**config.mk**
```make
export PLATFORM = sky130hd
export DESIGN_NAME = synth_clock_ctrl
export DESIGN_NICKNAME = d
export VERILOG_FILES = /design/src/synth_clock_pkg.sv /design/src/synth_clock_ctrl.sv
export SDC_FILE = /design/constraint.sdc
export NUM_CORES = 1
export LEC_CHECK = 0
export ABC_AREA = 1
export BUFFER_PORTS_ARGS = -buffer_cell sky130_fd_sc_hd__buf_4
export CORE_AREA = 2 2 88 90
export CTS_CLUSTER_DIAMETER = 150
export DETAILED_ROUTE_END_ITERATION = 6
export DIE_AREA = 0 0 90 92
export PLACE_DENSITY_LB_ADDON = 0.12
export SLEW_MARGIN = 10
export SYNTH_ARGS = -nofsm -noshare
export SYNTH_HDL_FRONTEND = slang
export SYNTH_SLANG_ARGS = --single-unit
```
**constraint.sdc**
```tcl
create_clock -name mclk_i -period 1.8 [get_ports mclk_i]
set_input_delay 0.54 -clock mclk_i [delete_from_list [all_inputs] [get_ports mclk_i]]
set_output_delay 0.54 -clock mclk_i [all_outputs]
set_load 0.005 [all_outputs]
```
**src/synth_clock_pkg.sv**
```systemverilog
// Function
// - at reset, power enable follows the synthesizer supply level
// - power enable starts the synthesizer without routing it to clocks
// - power enable cannot be cleared while the bus clock uses the synthesizer
// - bus clock select cannot be set while the synthesizer is off
// - bus select 1 feeds synthesizer to quad clock, 0 crystal; reset clears
// - clock switch completes within 1.5 reference plus 1.5 synthesizer cycles
// - auto bandwidth bit picks auto or manual filter, test mode only; reset sets
// - wide bit adds high bandwidth driver only in manual mode; reset sets
// - loop test bit writable only in bootstrap/test, forced set in user modes
// - module select 1 feeds quad clock to divider chain, 0 crystal; reset clears
// - control register bit 1 is unimplemented and reads zero
// - low-power wait clears bus select, idles at modulus 1, selects wide
// - interrupt, reset or receiver activity resumes the programmed frequency
// - multiplier is 2 times (modulus plus 1) times 2 to the tap
// - multiplier register holds tap in top two bits, modulus in low six
// - multiplier register always readable, writable only with synthesizer off
// - multiplier register resets to a fixed value, 01 by default
package synth_clock_pkg;

  // register indices as printed; byte address is four times the index
  localparam logic [7:0]  CTRL_IDX       = 8'h2E;
  localparam logic [7:0]  MULT_IDX       = 8'h2F;
  localparam logic [11:0] CTRL_ADDR      = {2'h0, CTRL_IDX, 2'h0};
  localparam logic [11:0] MULT_ADDR      = {2'h0, MULT_IDX, 2'h0};

  // control register field positions
  localparam int          POWER_BIT      = 7;
  localparam int          BUS_SEL_BIT    = 6;
  localparam int          AUTO_BW_BIT    = 5;
  localparam int          WIDE_BIT       = 4;
  localparam int          LOOP_TEST_BIT  = 3;
  localparam int          MODULE_SEL_BIT = 2;
  localparam int          WAIT_EN_BIT    = 0;

  // multiplier register fields
  localparam int          TAP_LSB        = 6;
  localparam int          MOD_W          = 6;

  // values after reset
  localparam logic [7:0]  MULT_RESET     = 8'h01;
  localparam logic        AUTO_BW_RESET  = 1'b1;
  localparam logic        WIDE_RESET     = 1'b1;
  localparam logic        LOOP_RESET     = 1'b1;
  localparam logic [5:0]  IDLE_MODULUS   = 6'h00;

  // switch time: 1.5 reference plus 1.5 synthesizer periods, in ns
  localparam int          CLK_PERIOD_NS  = 10;
  localparam int          REF_PERIOD_NS  = 250;
  localparam int          VCO_PERIOD_NS  = 125;
  localparam int          SWITCH_NS      = (3 * REF_PERIOD_NS + 3 * VCO_PERIOD_NS) / 2;
  localparam int          SWITCH_CYC_RAW = SWITCH_NS / CLK_PERIOD_NS;
  localparam int          SWITCH_CYC     = (SWITCH_CYC_RAW < 1) ? 1 : SWITCH_CYC_RAW;
  localparam int          SYNC_SETTLE    = 3;

  // apb request/answer groups
  typedef struct packed {
    logic        psel;
    logic        penable;
    logic        pwrite;
    logic [11:0] paddr;
    logic [31:0] pwdata;
    logic [3:0]  pstrb;
  } apb_req_t;

  typedef struct packed {
    logic        pready;
    logic        pslverr;
    logic [31:0] prdata;
  } apb_rsp_t;

  // clock steering results
  typedef struct packed {
    logic       synth_power_enable;
    logic       quad_from_synth;
    logic       module_from_quad;
    logic       auto_bw_active;
    logic       high_bw_driver;
    logic       low_bw_filter;
    logic       synth_idle;
    logic [1:0] binary_tap_field;
    logic [5:0] loop_modulus_field;
    logic [9:0] mult_factor_half;
  } clk_ctl_t;

endpackage : synth_clock_pkg

```
**src/synth_clock_ctrl.sv**
```systemverilog
module synth_clock_ctrl #(
  parameter int SWITCH_CYCLES = synth_clock_pkg::SWITCH_CYC,
  parameter int CNT_W         = 8
) (
  input  wire logic                        mclk_i,
  input  wire logic                        arst_n_i,
  input  wire synth_clock_pkg::apb_req_t   apb_req_i,
  output      synth_clock_pkg::apb_rsp_t   apb_rsp_o,
  input  wire logic                        synth_supply_i,
  input  wire logic                        special_mode_i,
  input  wire logic                        test_mode_i,
  input  wire logic                        wait_exec_i,
  input  wire logic                        irq_any_i,
  input  wire logic                        receiver_active_flag_i,
  input  wire logic                        serial_receiver_enable_i,
  output      synth_clock_pkg::clk_ctl_t   clk_ctl_o
);

  // refuse counter widths that cannot hold the switch time
  if (SWITCH_CYCLES < 1 || SWITCH_CYCLES >= (1 << CNT_W)) begin : g_bad_cnt
    $error("switch cycle count does not fit the counter");
  end

  // a wider counter than this only wastes flops
  if (CNT_W < 1 || CNT_W > 16) begin : g_wide_cnt
    $error("switch counter width out of range");
  end

  // the tap field must sit in the top two bits of the byte
  if (synth_clock_pkg::TAP_LSB + 2 != 8) begin : g_bad_tap
    $error("tap field must occupy the top two bits");
  end

  // the modulus field must fill every bit below the tap
  if (synth_clock_pkg::MOD_W != synth_clock_pkg::TAP_LSB) begin : g_bad_mod
    $error("modulus field must fill the bits below the tap");
  end

  // the strap counter is only two bits wide
  if (synth_clock_pkg::SYNC_SETTLE < 1 || synth_clock_pkg::SYNC_SETTLE > 3) begin : g_bad_settle
    $error("settle count does not fit the strap counter");
  end

  // power and bus select field positions must stay inside the byte lane
  if (synth_clock_pkg::POWER_BIT > 7 || synth_clock_pkg::BUS_SEL_BIT > 7) begin : g_bad_ctrl
    $error("control field position outside the data byte");
  end

  // state layout notes:
  // sup_sync, spec_sync, test_sync - three-flop pin synchronisers
  // settle_cnt, strap_done         - one-shot capture of the supply strap
  // *_lvl                          - debounced pin levels
  // power_en .. wait_en            - software-visible control bits
  // idle                           - synthesizer parked at modulus 1
  // mult                           - tap and modulus byte
  // bus_sel_eff, sw_cnt            - bus clock source after the switch delay
  // rsp, ctl                       - registered outputs

  typedef struct packed {
    logic [2:0]       sup_sync;
    logic [2:0]       spec_sync;
    logic [2:0]       test_sync;
    logic [1:0]       settle_cnt;
    logic             strap_done;
    logic             supply_lvl;
    logic             special_lvl;
    logic             test_lvl;
    logic             power_en;
    logic             bus_sel;
    logic             auto_bw;
    logic             wide_bw;
    logic             loop_test;
    logic             module_sel;
    logic             wait_en;
    logic             idle;
    logic [7:0]       mult;
    logic             bus_sel_eff;
    logic [CNT_W-1:0] sw_cnt;
    synth_clock_pkg::apb_rsp_t rsp;
    synth_clock_pkg::clk_ctl_t ctl;
  } state_t;

  state_t st_r;
  state_t st_nxt;

  logic       setup_phase;
  logic       access_done;
  logic       hit_ctrl;
  logic       hit_mult;
  logic       wr_lane0;
  logic [7:0] wbyte;
  logic [7:0] ctrl_view;
  logic       resume;
  logic       wait_entry;
  logic [5:0] mod_eff;
  logic [1:0] tap_eff;
  logic       power_clear_refused;
  logic       bus_set_refused;
  logic       mult_write_ok;
  logic       loop_write_ok;
  logic       unmapped;

  // apb decode: only the low byte lane carries register data
  assign setup_phase = apb_req_i.psel & ~apb_req_i.penable;
  assign access_done = apb_req_i.psel & apb_req_i.penable & st_r.rsp.pready;
  assign hit_ctrl    = (apb_req_i.paddr == synth_clock_pkg::CTRL_ADDR);
  assign hit_mult    = (apb_req_i.paddr == synth_clock_pkg::MULT_ADDR);
  assign wr_lane0    = access_done & apb_req_i.pwrite & apb_req_i.pstrb[0];
  assign wbyte       = apb_req_i.pwdata[7:0];

  assign ctrl_view = {st_r.power_en, st_r.bus_sel, st_r.auto_bw, st_r.wide_bw,
                      st_r.loop_test, st_r.module_sel, 1'b0, st_r.wait_en};

  assign resume     = irq_any_i | (receiver_active_flag_i & serial_receiver_enable_i);
  assign wait_entry = wait_exec_i & st_r.wait_en;

  // idle runs at modulus 1 (field zero)
  assign mod_eff = st_r.idle ? synth_clock_pkg::IDLE_MODULUS
                             : st_r.mult[synth_clock_pkg::MOD_W-1:0];
  assign tap_eff = st_r.mult[7:synth_clock_pkg::TAP_LSB];

  // write guards, judged on the register state before the write
  // clearing power refused while the bus runs from the synthesizer
  assign power_clear_refused = st_r.bus_sel & ~wbyte[synth_clock_pkg::POWER_BIT];

  // selecting the synthesizer refused while it is still off
  assign bus_set_refused = wbyte[synth_clock_pkg::BUS_SEL_BIT] & ~st_r.power_en;

  // the ratio can only move while the loop is powered down
  assign mult_write_ok = wr_lane0 & hit_mult & ~st_r.power_en;

  // loop test bit only writable in bootstrap or test mode
  assign loop_write_ok = wr_lane0 & hit_ctrl & st_r.special_lvl;

  // unmapped offsets answer with an error and change nothing
  assign unmapped = ~(hit_ctrl | hit_mult);

  // next-state notes:
  // - pin synchronisers run every cycle, before anything reads their levels
  // - the supply strap is caught once after reset and never again
  // - register writes land only at the edge that completes the access
  // - refused bits keep their value; the rest of the byte still lands
  // - wait entry wins over a write or a wake request in the same cycle
  // - the bus clock source follows the select only after the switch delay
  // - every output is taken from the registered state, one cycle later
  // hazard: the switch counter restarts if the select flips back mid-count,
  //   so a quick toggle never glitches the effective source
  // limitation: the switch delay is a fixed cycle count, not a measure of
  //   the real reference and synthesizer edges

  // next-state logic for the whole block
  always_comb begin
    st_nxt = st_r;

    // pin inputs pass three flops; a change counts when stages two and three agree
    st_nxt.sup_sync  = {st_r.sup_sync[1:0], synth_supply_i};
    st_nxt.spec_sync = {st_r.spec_sync[1:0], special_mode_i};
    st_nxt.test_sync = {st_r.test_sync[1:0], test_mode_i};
    if (st_r.sup_sync[2] == st_r.sup_sync[1]) begin
      st_nxt.supply_lvl = st_r.sup_sync[2];
    end
    if (st_r.spec_sync[2] == st_r.spec_sync[1]) begin
      st_nxt.special_lvl = st_r.spec_sync[2];
    end
    if (st_r.test_sync[2] == st_r.test_sync[1]) begin
      st_nxt.test_lvl = st_r.test_sync[2];
    end

    if (!st_r.strap_done) begin
      if (st_r.settle_cnt == 2'(synth_clock_pkg::SYNC_SETTLE)) begin
        st_nxt.strap_done = 1'b1;
        // the debounced level settles in this same cycle, so use its next value
        st_nxt.power_en   = st_nxt.supply_lvl;
      end else begin
        st_nxt.settle_cnt = st_r.settle_cnt + 2'h1;
      end
    end

    // register writes, taken only at the completing access edge
    if (wr_lane0 && hit_ctrl) begin
      if (!power_clear_refused) begin
        st_nxt.power_en = wbyte[synth_clock_pkg::POWER_BIT];
      end
      if (!bus_set_refused) begin
        st_nxt.bus_sel = wbyte[synth_clock_pkg::BUS_SEL_BIT];
      end
      st_nxt.auto_bw    = wbyte[synth_clock_pkg::AUTO_BW_BIT];
      st_nxt.wide_bw    = wbyte[synth_clock_pkg::WIDE_BIT];
      st_nxt.module_sel = wbyte[synth_clock_pkg::MODULE_SEL_BIT];
      st_nxt.wait_en    = wbyte[synth_clock_pkg::WAIT_EN_BIT];
    end

    if (loop_write_ok) begin
      st_nxt.loop_test = wbyte[synth_clock_pkg::LOOP_TEST_BIT];
    end

    if (mult_write_ok) begin
      st_nxt.mult = wbyte;
    end

    if (!st_r.special_lvl) begin
      st_nxt.loop_test = 1'b1;
    end

    // wait entry overrides a write in the same cycle
    if (wait_entry) begin
      st_nxt.bus_sel = 1'b0;
      st_nxt.wide_bw = 1'b1;
      st_nxt.idle    = 1'b1;
    end else if (resume) begin
      st_nxt.idle = 1'b0;
    end

    if (st_r.bus_sel != st_r.bus_sel_eff) begin
      if (st_r.sw_cnt == CNT_W'(SWITCH_CYCLES - 1)) begin
        st_nxt.bus_sel_eff = st_r.bus_sel;
        st_nxt.sw_cnt      = '0;
      end else begin
        st_nxt.sw_cnt = st_r.sw_cnt + CNT_W'(1);
      end
    end else begin
      st_nxt.sw_cnt = '0;
    end

    // apb answer: no wait state, pready high in the first access cycle, data captured in setup
    st_nxt.rsp.pready = 1'b0;
    if (setup_phase && !st_r.rsp.pready) begin
      st_nxt.rsp.pready  = 1'b1;
      st_nxt.rsp.pslverr = unmapped;
      st_nxt.rsp.prdata  = 32'h0000_0000;
      if (!apb_req_i.pwrite && hit_ctrl) begin
        st_nxt.rsp.prdata = {24'h00_0000, ctrl_view};
      end else if (!apb_req_i.pwrite && hit_mult) begin
        st_nxt.rsp.prdata = {24'h00_0000, st_r.mult};
      end
    end else if (access_done) begin
      st_nxt.rsp.pslverr = 1'b0;
    end

    st_nxt.ctl.synth_power_enable = st_r.power_en;
    st_nxt.ctl.quad_from_synth    = st_r.bus_sel_eff;
    st_nxt.ctl.module_from_quad   = st_r.module_sel;
    st_nxt.ctl.auto_bw_active     = st_r.auto_bw & st_r.test_lvl;
    st_nxt.ctl.high_bw_driver     = (st_r.auto_bw & st_r.test_lvl) ? 1'b0 : st_r.wide_bw;
    st_nxt.ctl.low_bw_filter      = st_r.loop_test;
    st_nxt.ctl.synth_idle         = st_r.idle;
    st_nxt.ctl.binary_tap_field   = tap_eff;
    st_nxt.ctl.loop_modulus_field = mod_eff;
    // half factor is (modulus+1) shifted by tap
    st_nxt.ctl.mult_factor_half   = 10'({4'h0, mod_eff} + 10'h001) << tap_eff;
  end

  // single state register; reset values are constants only
  // the strap capture waits for the synchronisers, so power enable
  // reads zero for the first few cycles after reset is released
  always_ff @(posedge mclk_i or negedge arst_n_i) begin
    if (!arst_n_i) begin
      st_r           <= '0;
      st_r.auto_bw   <= synth_clock_pkg::AUTO_BW_RESET;
      st_r.wide_bw   <= synth_clock_pkg::WIDE_RESET;
      st_r.loop_test <= synth_clock_pkg::LOOP_RESET;
      st_r.mult      <= synth_clock_pkg::MULT_RESET;
    end else begin
      st_r <= st_nxt;
    end
  end

  // outputs straight from the state flops, no logic after them
  assign apb_rsp_o = st_r.rsp;
  assign clk_ctl_o = st_r.ctl;

  // usage notes:
  // - enable the synthesizer and select it in two separate writes
  // - a multiplier write while powered is dropped without an error
  // - only byte lane 0 carries register data; other lanes are ignored
  // - the answer always comes one cycle after setup, no extra wait states
  // - idle shows modulus field zero, i.e. the loop runs at modulus 1

endmodule : synth_clock_ctrl

```
==> impl_metrics.json <==
{
  "status": "finished clean",
  "final_max_slew_viol_count": 0,
  "nets": 497,
  "yosysMostFrequentCell": "nand2_1",
  "p_sw_share_pct": 23.9,
  "seq_area_frac_synth_pct": 52.2,
  "worst_ir_drop_vdd_v": 0.000698,
  "overflow": 0,
  "cts_made_buffers": 9,
  "antenna_found_initial": 0,
  "die_w_um": 90,
  "n_fill_cell": 699,
  "antenna_left": 0,
  "rsz0062_at_grt": "false",
  "synth_cells": 389,
  "synth_edf_count": 0,
  "cts_tree": "built",
  "dieArea_sq_um": 8280,
  "intPower_mw": 2.84,
  "leakagePower_nw": 2.19,
  "critPathKind": "reg -> reg",
  "yosysUniqueCellTypes": 34,
  "grt_use_met2_pct": 27.4,
  "synth_top_area_share_pct": 49.3,
  "hold_buffers": 0,
  "hp-class": "in -> async",
  "finalClockSkew_ns": 0.00733,
  "drt_iter0_markers": 88,
  "synth_seq_cells": 75,
  "cp-start-kind": "register",
  "tns_ns": 0,
  "io_buffers": 67,
  "min_period_ns": 1.65,
  "cap_viol_max_count": 0,
  "dp.cells": 525,
  "max_freq_mhz": 605,
  "fin_crit_sh_pct": 91.8,
  "viasPerCell": 4.60,
  "cp_data_required_time_ns": 2.07,
  "synth_top_area_cell": "dfrtp_1",
  "dpl-instance-area_sq_um": 3920,
  "synth_commonest_cells": "nand2_1, dfrtp_1, buf_4",
  "end_kind": "register",
  "final_layout_size_suffix_gt1_share_pct": 27.8,
  "htreeDepth": 3,
  "r2r_setup_slack_ns": 0.15,
  "arrival_ns": 1.92,
  "boundaryPins": 119,
  "antenna_cells": 0,
  "combPwrFrac_pct": 10.9,
  "yosysWarnings": 0,
  "synth_area_per_cell_sq_um": 9.27,
  "drc_errors": 0,
  "setup_violations": 0,
  "area_growth_pct": 15.0,
  "routed_wirelength_um": 6350,
  "pwr_density_cell_nw_per_um2": 899,
  "coreArea_sq_um": 7450,
  "die_y_um": 92,
  "dr.pass1.iters": 4,
  "vias": 2489,
  "grt_pass1_wl_um": 10700,
  "synth_area_sq_um": 3610,
  "synth_ff_type": "dfrtp_1",
  "cts_resized": 0,
  "instances_no_fill": 541,
  "cts_root_buf": "clkbuf_8",
  "cts_sinks": 75,
  "area.sequential_sq_um": 1880,
  "worstPathMaxFanout": 4,
  "yosys-top-cells-area": "dfrtp_1, buf_4, nand2_1",
  "dpl.hpwl_um": 4900,
  "start_util_pct": 48.4,
  "grt.total_usage_pct": 16.5,
  "p_sw_mw": 0.892,
  "async_flop_share_pct": 100,
  "worstSkewPairLatency_ns": 0.34,
  "wl_per_cell_um": 11.7,
  "seq_power_share_pct": 50.3,
  "grt_use_met1_pct": 20.0,
  "fin_area_sq_um": 4150,
  "busiest_layer": "met2",
  "multiInputGateArea_sq_um": 1180,
  "hold_viol": 0,
  "clk_pin_slew_ns": 0.07,
  "power_frac_clock_pct": 38.8,
  "post_cts_buffers": 0,
  "clock_tree.buffer_depth": 2,
  "grtUsageMet3_pct": 3.04,
  "grt_max_degree": 32,
  "grt_pass1_vias": 2392,
  "place_congestion": 0.816,
  "rows": 32
}
-- flip-flops by register name (all words and copies together), names as in the netlist --
| name | cells |
|---|---|
| apb_rsp_o | 10 |
| st_r | 23 |
| st_nxt | 10 |
| ctrl_view | 7 |
| clk_ctl_o | 25 |
-- placed cells by master (no fill, tap or decap), types with 2 or more instances in the layout --
cell type / n
a21oi_1: 3
buf_4: 75
bufinv_16: 2
clkbuf_8: 11
conb_1: 24
dfrtp_1: 71
dfstp_2: 4
ha_1: 3
inv_1: 33
inv_2: 4
maj3_1: 3
nand2_1: 89
nand2_2: 4
nand3_1: 23
nand3_2: 3
nand4_1: 18
nor2_1: 20
nor2_2: 4
nor3_1: 5
nor3_4: 2
nor3b_1: 2
o211ai_2: 2
o21ai_0: 4
o21ai_1: 11
o21ai_2: 6
xor2_1: 3
-- stage by stage --
step           util (%)  hold slack, ns  worst slack, ns  total power [mW]
2_1_floorplan         -           0.244            0.368              2.19
3_3_place_gp       52.6           0.333            0.125              2.30
3_5_place_dp       52.6           0.336            0.105              2.32
4_1_cts            55.7           0.117            0.173              3.77
5_1_grt            55.7           0.140          0.00910              3.91
6_report           55.7           0.113            0.148              3.73
-- cell families (layout without fill, tap and decap cells) --
| family | Yosys count | count (layout) | synth area share, % |
|---|---|---|---|
| buf+inv | 103 | 130 | 17.3 |
| xor+xnor | 4 | 4 | 0.972 |
| compound gates | 28 | 28 | 5.03 |
| fa+ha+maj | 6 | 6 | 1.87 |
| flops | 75 | 75 | 52.2 |
| simple gates | 172 | 172 | 22.5 |
| other cells | 1 | 24 | 0.104 |
-- worst max-delay path: stages, from the launching register on --
cell and delay, ns:
dfstp_2 0.56, nand2_1 0.08, inv_1 0.11, ha_1 0.22
nand3_1 0.12, nor2_1 0.17, nand2_1 0.09, nand2_1 0.09
nand2_1 0.06, nor2_1 0.08
-- power groups by stage --
stage               sequential, mW  clock [mW]  combinational [mW]
finish                        1.87        1.45               0.408
detailed placement            1.91           0               0.413
global route                  1.89        1.55               0.472
floorplan                     1.89           0               0.302
CTS                           1.88        1.48               0.416
global placement              1.90           0               0.399
-- layer usage --
metal	wire [um]	up-vias
met1	2710	1164
met4	202	0
li1	-	1250
met5	0	-
met2	3190	58
met3	249	17
-- path summary, 6_finish.rpt --
kind,startpoint,to,cells after the start
setup / recovery,st_r[68]$_DFFE_PN1P_,clk_ctl_o[8]$_DFF_PN0_,9
setup reg to reg,st_r[68]$_DFFE_PN1P_,clk_ctl_o[8]$_DFF_PN0_,9
hold / removal,arst_n_i,clk_ctl_o[21]$_DFF_PN0_,1
max in group asynchronous,arst_n_i,ctrl_view[4]$_DFFE_PN1P_,2
min in group mclk_i,synth_supply_i,st_nxt[97]$_DFF_PN0_,1
hold reg to reg,st_nxt[97]$_DFF_PN0_,st_nxt[98]$_DFF_PN0_,0
-- cell type report --
| cell class | count | share of cell area, % |
|---|---|---|
| Clock inverter | 4 | 1.75 |
| Tap cell | 102 | 3.08 |
| Clock buffer | 12 | 3.74 |
| Timing Repair Buffer | 76 | 14.1 |
| Multi-Input combinational cell | 234 | 28.6 |
| Inverter | 38 | 3.44 |
| Sequential cell | 75 | 45.4 |
(Power assumes the default switching activity.)
